[config.mk]
export PLATFORM = sky130hd
export DESIGN_NAME = mrs_exec
export DESIGN_NICKNAME = d
export VERILOG_FILES = /design/src/inc/mrs_pkg.sv /design/src/core/mrs_sub_borrow.sv /design/src/core/mrs_dec_zero.sv /design/src/core/mrs_exec.sv
export SDC_FILE = /design/constraint.sdc
export NUM_CORES = 1
export LEC_CHECK = 0
export BUFFER_PORTS_ARGS = -buffer_cell sky130_fd_sc_hd__buf_4
export CAP_MARGIN = 20
export CORE_ASPECT_RATIO = 1.1
export CORE_UTILIZATION = 59
export CTS_BUF_LIST = sky130_fd_sc_hd__clkbuf_8
export DETAILED_ROUTE_END_ITERATION = 8
export PLACE_DENSITY = 0.87
export REMOVE_ABC_BUFFERS = 1
export SETUP_SLACK_MARGIN = 0.05
export SLEW_MARGIN = 20
export SYNTH_ARGS = -nofsm -noshare
export SYNTH_HDL_FRONTEND = slang
export SYNTH_SLANG_ARGS = --single-unit
[constraint.sdc]
create_clock -name core_clk -period 12 [get_ports core_clk]
set_clock_uncertainty 0.05 [all_clocks]
set_input_delay 2.4 -clock core_clk [delete_from_list [all_inputs] [get_ports core_clk]]
set_output_delay 2.4 -clock core_clk [all_outputs]
set_load 0.01 [all_outputs]
[src/inc/mrs_pkg.sv]
package mrs_pkg;

	// ----------------------------------------
	// widths and constants
	// ----------------------------------------
	localparam int        DATA_W      = 8;
	localparam int        MSB         = DATA_W - 1;
	localparam int        NIB_W       = 4;
	localparam logic [7:0] DEC_STEP   = 8'h01;
	localparam logic [7:0] ZERO_BYTE  = 8'h00;
	localparam logic [7:0] ACC_RESET  = 8'h00;
	localparam int        DEC_CYCLES  = 2;

	// ----------------------------------------
	// operation codes from the decoder
	// ----------------------------------------
	typedef enum logic [2:0] {
		OP_ROT_RC_ACC  = 3'h0,
		OP_SUB_MEM_ACC = 3'h1,
		OP_SUB_IMM_ACC = 3'h2,
		OP_SUB_MEM_MEM = 3'h3,
		OP_DEC_SKIP    = 3'h4,
		OP_DEC_ACC_SKP = 3'h5
	} mrs_op_type;

	// ----------------------------------------
	// status flags
	// ----------------------------------------
	typedef struct packed {
		logic ov;
		logic z;
		logic ac;
		logic c;
		logic sc;
		logic cz;
	} mrs_flags_type;

	localparam mrs_flags_type FLAGS_RESET = '{default: 1'b0};

	typedef enum logic [1:0] {
		ST_IDLE  = 2'b01,
		ST_DUMMY = 2'b10
	} mrs_state_type;

	typedef struct packed {
		mrs_state_type st;
		logic [7:0]    acc;
		mrs_flags_type flags;
		logic          mem_we;
		logic [7:0]    mem_wdata;
		logic          busy;
		logic          done;
		logic          skip;
	} mrs_regs_type;

endpackage

[src/core/mrs_sub_borrow.sv]
`timescale 1ns/100ps
module mrs_sub_borrow
	import mrs_pkg::*;
(
	input  wire logic [7:0]    minuend,
	input  wire logic [7:0]    subtrahend,
	input  wire logic          carry_in,
	input  wire logic          zero_in,
	output logic [7:0]         diff,
	output mrs_flags_type      flags
);
	logic [8:0] full;
	logic [4:0] nib;

	always_comb begin
		full = {1'b0, minuend} - {1'b0, subtrahend} - {8'h00, ~carry_in};
		nib  = {1'b0, minuend[NIB_W-1:0]} - {1'b0, subtrahend[NIB_W-1:0]}
			- {4'h0, ~carry_in};
		diff = full[MSB:0];
		// RULE6 carry is not-borrow
		flags.c  = ~full[DATA_W];
		// RULE11 nibble borrow, zero, overflow
		flags.ac = ~nib[NIB_W];
		flags.z  = (full[MSB:0] == ZERO_BYTE);
		flags.ov = (minuend[MSB] != subtrahend[MSB]) && (full[MSB] != minuend[MSB]);
		// RULE7 compare and chained zero
		flags.sc = full[MSB] ^ flags.ov;
		flags.cz = flags.z & zero_in;
	end
endmodule

[src/core/mrs_dec_zero.sv]
`timescale 1ns/100ps
module mrs_dec_zero
	import mrs_pkg::*;
(
	input  wire logic [7:0] din,
	output logic [7:0]      dout,
	output logic            is_zero
);
	always_comb begin
		dout    = din - DEC_STEP;
		is_zero = (dout == ZERO_BYTE);
	end
endmodule

[src/core/mrs_exec.sv]
// Function
// RULE1: rotate right through carry into accumulator
// RULE2: rotate writes acc only, carry only
// RULE3: acc minus memory minus not-carry into acc
// RULE4: acc minus immediate minus not-carry into acc
// RULE5: difference to memory, accumulator kept
// RULE6: carry clear on negative, else set
// RULE7: subtracts update all six flags
// RULE8: decrement memory, skip on zero, no flags
// RULE9: decrement into acc, skip on zero
// RULE10: decrement-skip takes two cycles
// RULE11: zero, overflow and nibble borrow defined
`timescale 1ns/100ps
module mrs_exec
	import mrs_pkg::*;
(
	input  wire logic          core_clk,
	input  wire logic          rst,
	input  wire logic          op_valid,
	input  mrs_op_type         op_code,
	input  wire logic [7:0]    mem_rdata,
	input  wire logic [7:0]    imm_data,
	input  wire logic          acc_wr_en,
	input  wire logic [7:0]    acc_wr_data,
	input  wire logic          flags_wr_en,
	input  mrs_flags_type      flags_wr_data,
	output logic [7:0]         acc_out,
	output mrs_flags_type      flags_out,
	output logic               mem_we,
	output logic [7:0]         mem_wdata,
	output logic               busy,
	output logic               done,
	output logic               skip
);

	// ----------------------------------------
	// state
	// ----------------------------------------
	mrs_regs_type  s_ff;
	mrs_regs_type  nxt_s;

	logic          accept;
	logic [7:0]    sub_b;
	logic [7:0]    sub_diff;
	mrs_flags_type sub_flags;
	logic [7:0]    dec_val;
	logic          dec_zero;

	assign accept = op_valid && (s_ff.st == ST_IDLE);

	// ----------------------------------------
	// arithmetic
	// ----------------------------------------
	assign sub_b = (op_code == OP_SUB_IMM_ACC) ? imm_data : mem_rdata;

	mrs_sub_borrow u_sub (
		.minuend    (s_ff.acc),
		.subtrahend (sub_b),
		.carry_in   (s_ff.flags.c),
		.zero_in    (s_ff.flags.z),
		.diff       (sub_diff),
		.flags      (sub_flags)
	);

	mrs_dec_zero u_dec (
		.din     (mem_rdata),
		.dout    (dec_val),
		.is_zero (dec_zero)
	);

	// ----------------------------------------
	// next state
	// ----------------------------------------
	always_comb begin
		nxt_s        = s_ff;
		nxt_s.mem_we = 1'b0;
		nxt_s.done   = 1'b0;
		case (s_ff.st)
			ST_IDLE: begin
				nxt_s.skip = 1'b0;
				if (accept) begin
					case (op_code)
						// RULE1 rotate right through carry
						// RULE2 carry only, no memory write
						OP_ROT_RC_ACC: begin
							nxt_s.acc     = {s_ff.flags.c, mem_rdata[MSB:1]};
							nxt_s.flags.c = mem_rdata[0];
							nxt_s.done    = 1'b1;
						end
						// RULE3 memory operand into acc
						// RULE4 immediate operand into acc
						// RULE6 carry from borrow
						// RULE7 all six flags
						OP_SUB_MEM_ACC, OP_SUB_IMM_ACC: begin
							nxt_s.acc   = sub_diff;
							nxt_s.flags = sub_flags;
							nxt_s.done  = 1'b1;
						end
						// RULE5 result to memory, acc kept
						OP_SUB_MEM_MEM: begin
							nxt_s.mem_we    = 1'b1;
							nxt_s.mem_wdata = sub_diff;
							nxt_s.flags     = sub_flags;
							nxt_s.done      = 1'b1;
						end
						// RULE8 decrement memory, flags kept
						OP_DEC_SKIP: begin
							nxt_s.mem_we    = 1'b1;
							nxt_s.mem_wdata = dec_val;
							nxt_s.skip      = dec_zero;
							nxt_s.busy      = 1'b1;
							nxt_s.st        = ST_DUMMY;
						end
						// RULE9 decrement into acc, memory kept
						OP_DEC_ACC_SKP: begin
							nxt_s.acc  = dec_val;
							nxt_s.skip = dec_zero;
							nxt_s.busy = 1'b1;
							nxt_s.st   = ST_DUMMY;
						end
						default: begin
							nxt_s.done = 1'b0;
						end
					endcase
				end else begin
					if (acc_wr_en) begin
						nxt_s.acc = acc_wr_data;
					end
					if (flags_wr_en) begin
						nxt_s.flags = flags_wr_data;
					end
				end
			end
			// RULE10 dummy cycle while next is fetched
			ST_DUMMY: begin
				nxt_s.busy = 1'b0;
				nxt_s.done = 1'b1;
				nxt_s.st   = ST_IDLE;
			end
			default: begin
				nxt_s.st   = ST_IDLE;
				nxt_s.busy = 1'b0;
				nxt_s.skip = 1'b0;
			end
		endcase
	end

	// ----------------------------------------
	// registers
	// ----------------------------------------
	always_ff @(posedge core_clk) begin
		if (rst) begin
			s_ff.st        <= ST_IDLE;
			s_ff.acc       <= ACC_RESET;
			s_ff.flags     <= FLAGS_RESET;
			s_ff.mem_we    <= 1'b0;
			s_ff.mem_wdata <= ZERO_BYTE;
			s_ff.busy      <= 1'b0;
			s_ff.done      <= 1'b0;
			s_ff.skip      <= 1'b0;
		end else begin
			s_ff           <= nxt_s;
		end
	end

	assign acc_out   = s_ff.acc;
	assign flags_out = s_ff.flags;
	assign mem_we    = s_ff.mem_we;
	assign mem_wdata = s_ff.mem_wdata;
	assign busy      = s_ff.busy;
	assign done      = s_ff.done;
	assign skip      = s_ff.skip;

	// ----------------------------------------
	// checks
	// ----------------------------------------
	// RULE1 rotate result bits
	a_rot_acc_bits: assert property (@(posedge core_clk) disable iff (rst) // RULE1
		accept && op_code == OP_ROT_RC_ACC |=>
			acc_out == {$past(flags_out.c), $past(mem_rdata[7:1])}
			&& flags_out.c == $past(mem_rdata[0]))
		else $error("rotate result wrong");

	// RULE2 rotate side effects
	a_rot_no_side: assert property (@(posedge core_clk) disable iff (rst) // RULE2
		accept && op_code == OP_ROT_RC_ACC |=>
			!mem_we && flags_out.z == $past(flags_out.z)
			&& flags_out.ov == $past(flags_out.ov)
			&& flags_out.ac == $past(flags_out.ac)
			&& flags_out.sc == $past(flags_out.sc)
			&& flags_out.cz == $past(flags_out.cz))
		else $error("rotate touched memory or flags");

	// RULE3 memory subtract into acc
	a_sub_mem_acc: assert property (@(posedge core_clk) disable iff (rst) // RULE3
		accept && op_code == OP_SUB_MEM_ACC |=>
			acc_out == 8'($past(acc_out) - $past(mem_rdata) - {7'h00, ~$past(flags_out.c)})
			&& !mem_we)
		else $error("subtract memory to acc wrong");

	// RULE4 immediate subtract into acc
	a_sub_imm_acc: assert property (@(posedge core_clk) disable iff (rst) // RULE4
		accept && op_code == OP_SUB_IMM_ACC |=>
			acc_out == 8'($past(acc_out) - $past(imm_data) - {7'h00, ~$past(flags_out.c)}))
		else $error("subtract immediate wrong");

	// RULE5 subtract to memory
	a_sub_to_mem: assert property (@(posedge core_clk) disable iff (rst) // RULE5
		accept && op_code == OP_SUB_MEM_MEM |=>
			mem_we && $stable(acc_out)
			&& mem_wdata == 8'($past(acc_out) - $past(mem_rdata) - {7'h00, ~$past(flags_out.c)})
			##1 (!mem_we || $past(accept)))
		else $error("subtract to memory wrong");

	// RULE6 carry is not-borrow
	a_sub_carry: assert property (@(posedge core_clk) disable iff (rst) // RULE6
		accept && (op_code == OP_SUB_MEM_ACC || op_code == OP_SUB_IMM_ACC
			|| op_code == OP_SUB_MEM_MEM) |=>
			flags_out.c == ({1'b0, $past(acc_out)} >=
				({1'b0, $past(sub_b)} + {8'h00, ~$past(flags_out.c)})))
		else $error("subtract carry wrong");

	// RULE7 chained zero and compare flags
	a_sub_flag_set: assert property (@(posedge core_clk) disable iff (rst) // RULE7
		accept && op_code == OP_SUB_MEM_ACC |=>
			flags_out.cz == (flags_out.z && $past(flags_out.z))
			&& flags_out.sc == (acc_out[7] ^ flags_out.ov))
		else $error("compare or chained zero flag wrong");

	// RULE11 zero and overflow meaning
	a_sub_zero_ov: assert property (@(posedge core_clk) disable iff (rst) // RULE11
		accept && op_code == OP_SUB_MEM_ACC |=>
			flags_out.z == (acc_out == 8'h00)
			&& flags_out.ov == (($past(acc_out[7]) != $past(mem_rdata[7]))
				&& (acc_out[7] != $past(acc_out[7]))))
		else $error("zero or overflow flag wrong");

	// RULE8 decrement memory without flags
	a_dec_mem: assert property (@(posedge core_clk) disable iff (rst) // RULE8
		accept && op_code == OP_DEC_SKIP |=>
			mem_we && mem_wdata == 8'($past(mem_rdata) - 8'h01)
			&& $stable(flags_out) && $stable(acc_out))
		else $error("decrement memory wrong");

	// RULE9 decrement into acc
	a_dec_acc: assert property (@(posedge core_clk) disable iff (rst) // RULE9
		accept && op_code == OP_DEC_ACC_SKP |=>
			!mem_we && acc_out == 8'($past(mem_rdata) - 8'h01) && $stable(flags_out))
		else $error("decrement to acc wrong");

	// RULE10 two cycles with skip decision
	a_dec_two_cyc: assert property (@(posedge core_clk) disable iff (rst) // RULE10
		accept && (op_code == OP_DEC_SKIP || op_code == OP_DEC_ACC_SKP) |=>
			busy && !done ##1 done && !busy
			&& skip == ($past(mem_rdata, 2) == 8'h01))
		else $error("decrement skip timing wrong");

	// rotate and immediate subtract finish next edge
	a_one_cyc_done: assert property (@(posedge core_clk) disable iff (rst) // RULE1
		accept && (op_code == OP_ROT_RC_ACC || op_code == OP_SUB_IMM_ACC) |=>
			done && !busy && !skip)
		else $error("single cycle op timing wrong");

	// RULE10 dummy cycle ignores requests
	a_busy_refuse: assert property (@(posedge core_clk) disable iff (rst) // RULE10
		busy |=>
			!busy && done && !mem_we && $stable(acc_out) && $stable(flags_out))
		else $error("request taken during dummy cycle");

	// RULE2 only memory-writing ops strobe
	a_mem_we_src: assert property (@(posedge core_clk) disable iff (rst) // RULE2
		mem_we |->
			$past(accept) && ($past(op_code) == OP_SUB_MEM_MEM
			|| $past(op_code) == OP_DEC_SKIP))
		else $error("memory write without a writing op");

	// RULE8 skip only with a decrement
	a_skip_window: assert property (@(posedge core_clk) disable iff (rst) // RULE8
		!busy && !done |-> !skip)
		else $error("skip raised outside a decrement");

	// RULE11 nibble borrow flag
	a_sub_nib_flag: assert property (@(posedge core_clk) disable iff (rst) // RULE11
		accept && op_code == OP_SUB_IMM_ACC |=>
			flags_out.ac == ({1'b0, $past(acc_out[3:0])} >=
				({1'b0, $past(imm_data[3:0])} + {4'h0, ~$past(flags_out.c)})))
		else $error("nibble borrow flag wrong");

	// RULE7 flags of subtract to memory
	a_sub_mem_flags: assert property (@(posedge core_clk) disable iff (rst) // RULE7
		accept && op_code == OP_SUB_MEM_MEM |=>
			flags_out.z == (mem_wdata == 8'h00)
			&& flags_out.cz == (flags_out.z && $past(flags_out.z)))
		else $error("subtract to memory flags wrong");

	// RULE4 immediate subtract leaves memory alone
	a_sub_imm_side: assert property (@(posedge core_clk) disable iff (rst) // RULE4
		accept && op_code == OP_SUB_IMM_ACC |=>
			!mem_we && flags_out.z == (acc_out == 8'h00))
		else $error("immediate subtract side effect wrong");

endmodule

==> qor.txt, run 1 <==
Layout Area Growth over Synthesis: 14.85%
ANT nets after route: 0
DP HPWL: 5845 microns
Setup TNS: 0 ns
input/output buffers: 63
via count: 2,629
Std-Cell Rows: 24
number of enable flip-flop cells after synthesis: 0
number of max-cap violations: 0
PD cells: 111.1 nW/um^2
Most used DFF post-synth: dfxtp_1
Hold Path Class: reg -> reg
Critical Path RT: 12.12 ns
final WL: 7467 microns
I/O pin cnt: 64
CTS tree: built
final setup fails: 0
initial antenna violation count: 0
mean post-synth cell area: 7.636 sq um
worst-path maximum fanout: 16
final worst slack: 6.744 ns
Worst Setup Start Kind: primary input
fmax: 0.1902 GHz
Leak: 0.001288 uW
total grt overflow: 0
largest net degree at the start of global routing: 30
Synth Cell Area: 2527 sq um
post-cts sizing count: 0
critical path class: in -> reg
n_diodes: 0
share of cells above drive strength 1: 0.2390
Hold-fix buffers, CTS: 0
setup bufs post-CTS: 0
post-synthesis sequential area ratio: 0.2139
Worst-Margin Slew: 0.7151 ns
clock buffer count from CTS: 3
routability cong.: 1.061
Worst-Skew Late Latency: 0.29 ns
Place WS: 6.503 ns
Starting Density: 0.6281
Worst EP arrival: 5.37 ns
final hold vios: 0
Final Cell Area: 2903 sq um
Final Util: 0.7214
Iter 0 DRT Violations: 212
via-per-instance ratio: 6.320
first-pass detailed-route iteration total: 6
Post-Syn Instances: 331
Max transition margin: 0.5201
die footprint: 4550 sq um
post-layout power: 322.6 uW
Synth Warn #: 0
Die X-Extent: 64.41 microns
Yosys reg bits: 27
crit path time final: 5.256 ns
nets: 423
clk buf depth: 2
clock sink count: 27
core area: 4024 sq um
period utilization: 0.4380
Clock transition at path regs: 0.11 ns
drt drc: 0
placed cell area: 2854 sq um
Worst setup EP type: flip-flop
vias in the first global route: 2,384
unrepaired setup endpoints after global routing: no
average wire per standard cell: 17.95 microns
Die Y: 70.65 microns
first-pass GRT wire length: 11,750 microns
post-synthesis cell type count: 64
ys async rst share: 0
Global Route Usage Sum: 0.3378
Root Driver: clkbuf_8
Final Slew Violations: 0
Peak supply drop: 0.05653 mV
run status: finished, final reports clean
# H-tree levels: 1
where the power goes:
part,internal [uW],leakage [uW],total (uW),switching [uW]
sequential,96.8,0.000221,103,6.58
combinational,69.2,0.00105,161,91.9
clock,23.7,0.0000217,58.2,34.5
path summary, 6_finish.rpt:
kind | from | cells after the start | slack [ns] | end
max reg2reg | flags_out[2] | 8 | 9.31 | mem_wdata[6]
min reg2reg | mem_wdata[3] | 2 | 0.43 | mem_wdata[3]
max | op_code[2] | 12 | 6.74 | mem_wdata[6]
min | mem_wdata[3] | 2 | 0.43 | mem_wdata[3]
sequential cells by signal, summed over array words and instances (netlist names):
signal / count
s_ff: 2
skip: 1
acc_out: 8
flags_out: 6
mem_wdata: 8
done: 1
mem_we: 1
final cells by class:
class / count / area [sq um]
Fill cell: 367 / 1121
Clock buffer: 3 / 41.29
Inverter: 25 / 93.84
Clock inverter: 1 / 7.507
Tap cell: 52 / 65.06
Multi-Input combinational cell: 243 / 1667
Sequential cell: 27 / 540.5
Timing Repair Buffer: 65 / 488.0
cells in the final DEF (no fill, tap or decap), types with 4 or more instances in the layout:
cell      count
a221oi_1      5
ha_1         18
o21ai_0       9
nand3_1       4
nand2b_1      7
xor2_1        5
nand2_1      26
nor3_1       15
a22oi_1       5
xnor2_1       9
dfxtp_1      27
a21oi_1      18
a21o_1        6
a211oi_1      7
nor2_1       34
inv_1        25
mux2_2        6
buf_4        65
critical path: stages:
cell,delay [ns]
buf_4,0.16
nor3b_1,0.23
buf_4,0.23
mux2_2,0.35
ha_1,0.27
inv_1,0.04
ha_1,0.39
a21bo_2,0.28
a211oi_2,0.40
xor2_1,0.17
a221oi_1,0.36
nor3_1,0.09
kinds of logic after synthesis:
| kind of cell | count (synthesis) | share of synthesized area |
|---|---|---|
| flops | 27 | 0.2139 |
| simple gates | 116 | 0.2302 |
| mux | 7 | 0.03069 |
| compound gates | 86 | 0.2451 |
| buf+inv | 61 | 0.1267 |
| xor+xnor | 14 | 0.04852 |
| fa+ha+maj | 20 | 0.1050 |
Yosys cell counts, drive strengths merged, types with 7 or more instances:
master	instances	area, sq um
o21ai	10	50.04
buf	29	198.9
xnor2	9	78.83
dfxtp	27	540.5
nand2b	7	43.79
nor2	34	127.6
a21oi	19	98.85
clkbuf	7	27.52
inv	25	93.84
nand2	26	97.59
a211oi	8	65.06
ha	18	225.2
nor3	16	85.08
per-stage QoR:
step | hold slack (ns) | std cells
finish | 0.4267 | 416
floorplan | 0.4027 | 295
global placement | 0.3917 | 412
detailed placement | 0.4063 | 412
global route | 0.4553 | 416
CTS | 0.4298 | 416
layer usage:
metal / part of all wire / vias to the layer above / global-route usage
li1: - / 1228 / -
met1: 0.40 / 1204 / 0.4273
met2: 0.47 / 167 / 0.5602
met3: 0.088 / 30 / 0.05484
met4: 0.037 / 0 / 0.1531
met5: 0 / - / 0
Power figures use the tool's default switching activity.
==> run 2, diff against run 1 <==
ABC_AREA = 1   (was unset)
CORE_UTILIZATION = 50   (was 59)
PLACE_DENSITY = 0.79   (was 0.87)
clock period = 4.74 ns   (was 12 ns; I/O delays follow)
==> run 2 against run 1 <==
  * Non-clock buffer count decreased by 2
  * Clock power increased by 150%
  * First-iteration DRC count shrank 42%
  * Sequential power rose to 2.5 times the previous value
  * Clock-buffer cell count stayed put
  * Setup slack got worse by 5.5 ns
  * Critical endpoint is now flags_out[0]
  * Critical path type unchanged
  * Sequential cell count unchanged
  * Power increased by 150%
  * Via count down 0.76%
  * Cell area is 0.90% lower
  * Critical path depth up 1
  * Die area is 16% higher
==> qor.txt, run 2 <==
Worst-Margin Slew: 0.5784 ns (-0.1367 ns)
vias in the first global route: 2,453 (+2.9%)
Final Util: 0.6098 (-0.1116)
mean post-synth cell area: 6.250 sq um (-18%)
ys async rst share: 0 (unchanged)
core area: 4717 sq um (+17%)
final hold vios: 0 (unchanged)
period utilization: 0.7390
setup bufs post-CTS: 0 (unchanged)
Die X-Extent: 69.34 microns (+7.7%)
post-layout power: 793.6 uW (+150%)
Global Route Usage Sum: 0.2611 (-0.07677)
Final Slew Violations: 0 (unchanged)
nets: 496 (+17%)
post-synthesis cell type count: 36 (-44%)
Clock transition at path regs: 0.10 ns (about the same)
Synth area leader: dfxtp_1
Worst-Skew Late Latency: 0.28 ns (about the same)
via-per-instance ratio: 5.292 (-16%)
Non-Filler Instances: 493 (+19%)
CP max stage delay: 0.48 ns (+0.08 ns)
Post-Syn Instances: 399 (+21%)
Leak: 0.001513 uW (+17%)
I/O pin cnt: 64 (unchanged)
DP HPWL: 5490 microns (-6.1%)
n_diodes: 0 (unchanged)
Setup TNS: 0 ns (unchanged)
Worst EP arrival: 3.67 ns (-1.70 ns)
Starting Density: 0.5286 (-0.09946)
Cell Count Post-Placement: 489 (+19%)
first-pass detailed-route iteration total: 4 (-2)
average wire per standard cell: 13.66 microns (-24%)
CP top delay family: simple AND/OR/NAND/NOR gates
clk buf depth: 2 (unchanged)
via count: 2,609 (-0.76%)
input/output buffers: 63 (unchanged)
drt drc: 0 (unchanged)
routability cong.: 0.9169 (-14%)
post-synthesis sequential area ratio: 0.2168 (+0.002897)
Max transition margin: 0.6133 (+0.09327)
share of cells above drive strength 1: 0.1991 (-0.03993)
first-pass GRT wire length: 11,210 microns (-4.6%)
PD cells: 275.9 nW/um^2 (+150%)
largest net degree at the start of global routing: 17 (-43%)
synth top area cells: dfxtp_1 22%, nand2_1 13%, inv_1 9.3%
Peak supply drop: 0.1327 mV (+130%)
total grt overflow: 0 (unchanged)
die footprint: 5274 sq um (+16%)
worst-path cell chain: buf_4 > inv_2 > nand3_1 > o21ai_0 > fa_1 > ha_1 > xnor2_1 > nand2_1 > nor2_1 > nand3_1 > nor2_1 > nand3_1 > a21oi_1
Worst Setup Start Kind: primary input
ANT nets after route: 0 (unchanged)
Synth Cell Area: 2494 sq um (-1.3%)
final WL: 6734 microns (-9.8%)
post-cts sizing count: 0 (unchanged)
Std-Cell Rows: 26 (+8.3%)
number of enable flip-flop cells after synthesis: 0 (unchanged)
final setup fails: 0 (unchanged)
Yosys reg bits: 27 (unchanged)
initial antenna violation count: 0 (unchanged)
leading cell type by number of instances after synthesis: nand2_1
Hold-fix buffers, CTS: 0 (unchanged)
Slowest cell on crit path: fa_1
commonest non-fill, non-tap cells in the layout: 84 x nand2_1, 63 x buf_4, 62 x inv_1
clock sink count: 27 (unchanged)
critical path class: in -> reg
commonest non-fill, non-tap cell in the layout: nand2_1
Layout Area Growth over Synthesis: 15.35%
worst-path maximum fanout: 15 (-1)
# H-tree levels: 1 (unchanged)
Synth Warn #: 0 (unchanged)
CTS tree: built
crit path time final: 3.503 ns
Worst setup EP type: flip-flop
Root Driver: clkbuf_8
unrepaired setup endpoints after global routing: no
Top cell by count, worst path: nand3_1
Most used DFF post-synth: dfxtp_1
number of max-cap violations: 0 (unchanged)
Post-synth top cells: 84 x nand2_1, 62 x inv_1, 40 x nor2_1
Critical Path RT: 4.90 ns (-7.22 ns)
Iter 0 DRT Violations: 124 (-42%)
run status: finished, final reports clean
worst path buffer plus inverter count: 2 (-1)
fmax: 0.2855 GHz
Die Y: 76.07 microns (+7.7%)
Hold Path Class: reg -> reg
clock buffer count from CTS: 3 (unchanged)
Synth top area share: 0.2168 (+0.002897)
## run 2: power breakdown
group	switching, uW	leakage (uW)	total (uW)	internal (uW)
clock	83.1	0.0000217	143	59.8
combinational	239	0.00127	388	149
sequential	16.0	0.000222	262	246
## run 2: worst paths after layout
check                  start            to  slack [ns]  cells after the start
setup reg to reg  acc_out[0]  flags_out[0]        2.49                     11
hold reg to reg         skip          skip        0.43                      2
setup / recovery  op_code[2]  flags_out[0]        1.24                     13
hold / removal          skip          skip        0.43                      2
## run 2: tightest hold or removal path, cell delays in order, from the launching register on
cell and delay [ns]:
dfxtp_1 0.33, nand2_1 0.05, a21oi_1 0.06
## run 2: layer usage
| layer | vias up | wire length (microns) | global-route usage |
|---|---|---|---|
| met4 | 0 | 110 | 0.06531 |
| met5 | - | 0 | 0 |
| met2 | 91 | 3256 | 0.4476 |
| li1 | 1324 | - | - |
| met1 | 1184 | 2887 | 0.3380 |
| met3 | 10 | 480 | 0.04365 |
## run 2: area by class of cell
| cell class | count | area (sq um) |
|---|---|---|
| Timing Repair Buffer | 63 | 473.0 |
| Tap cell | 56 | 70.07 |
| Clock inverter | 1 | 7.507 |
| Inverter | 69 | 260.3 |
| Sequential cell | 27 | 540.5 |
| Multi-Input combinational cell | 274 | 1484 |
| Clock buffer | 3 | 41.29 |
| Fill cell | 484 | 1841 |
## run 2: kinds of logic (layout without fill, tap and decap cells)
| group | Yosys count | in the layout | share of synthesized area |
|---|---|---|---|
| compound gates | 78 | 78 | 0.1751 |
| fa+ha+maj | 20 | 20 | 0.1064 |
| buf+inv | 98 | 136 | 0.1882 |
| simple gates | 168 | 168 | 0.2845 |
| flops | 27 | 27 | 0.2168 |
| mux | 1 | 1 | 0.004515 |
| xor+xnor | 7 | 7 | 0.02459 |
## run 2: per-stage QoR
stage          setup slack (ns)  hold slack (ns)  instance area (sq um)
5_1_grt                  0.9180           0.4569                   2877
4_1_cts                   1.226           0.4301                   2877
6_report                  1.237           0.4340                   2877
3_3_place_gp              1.017           0.4070                   2828
2_1_floorplan             1.544           0.4225                   2285
3_5_place_dp             0.9336           0.4129                   2828
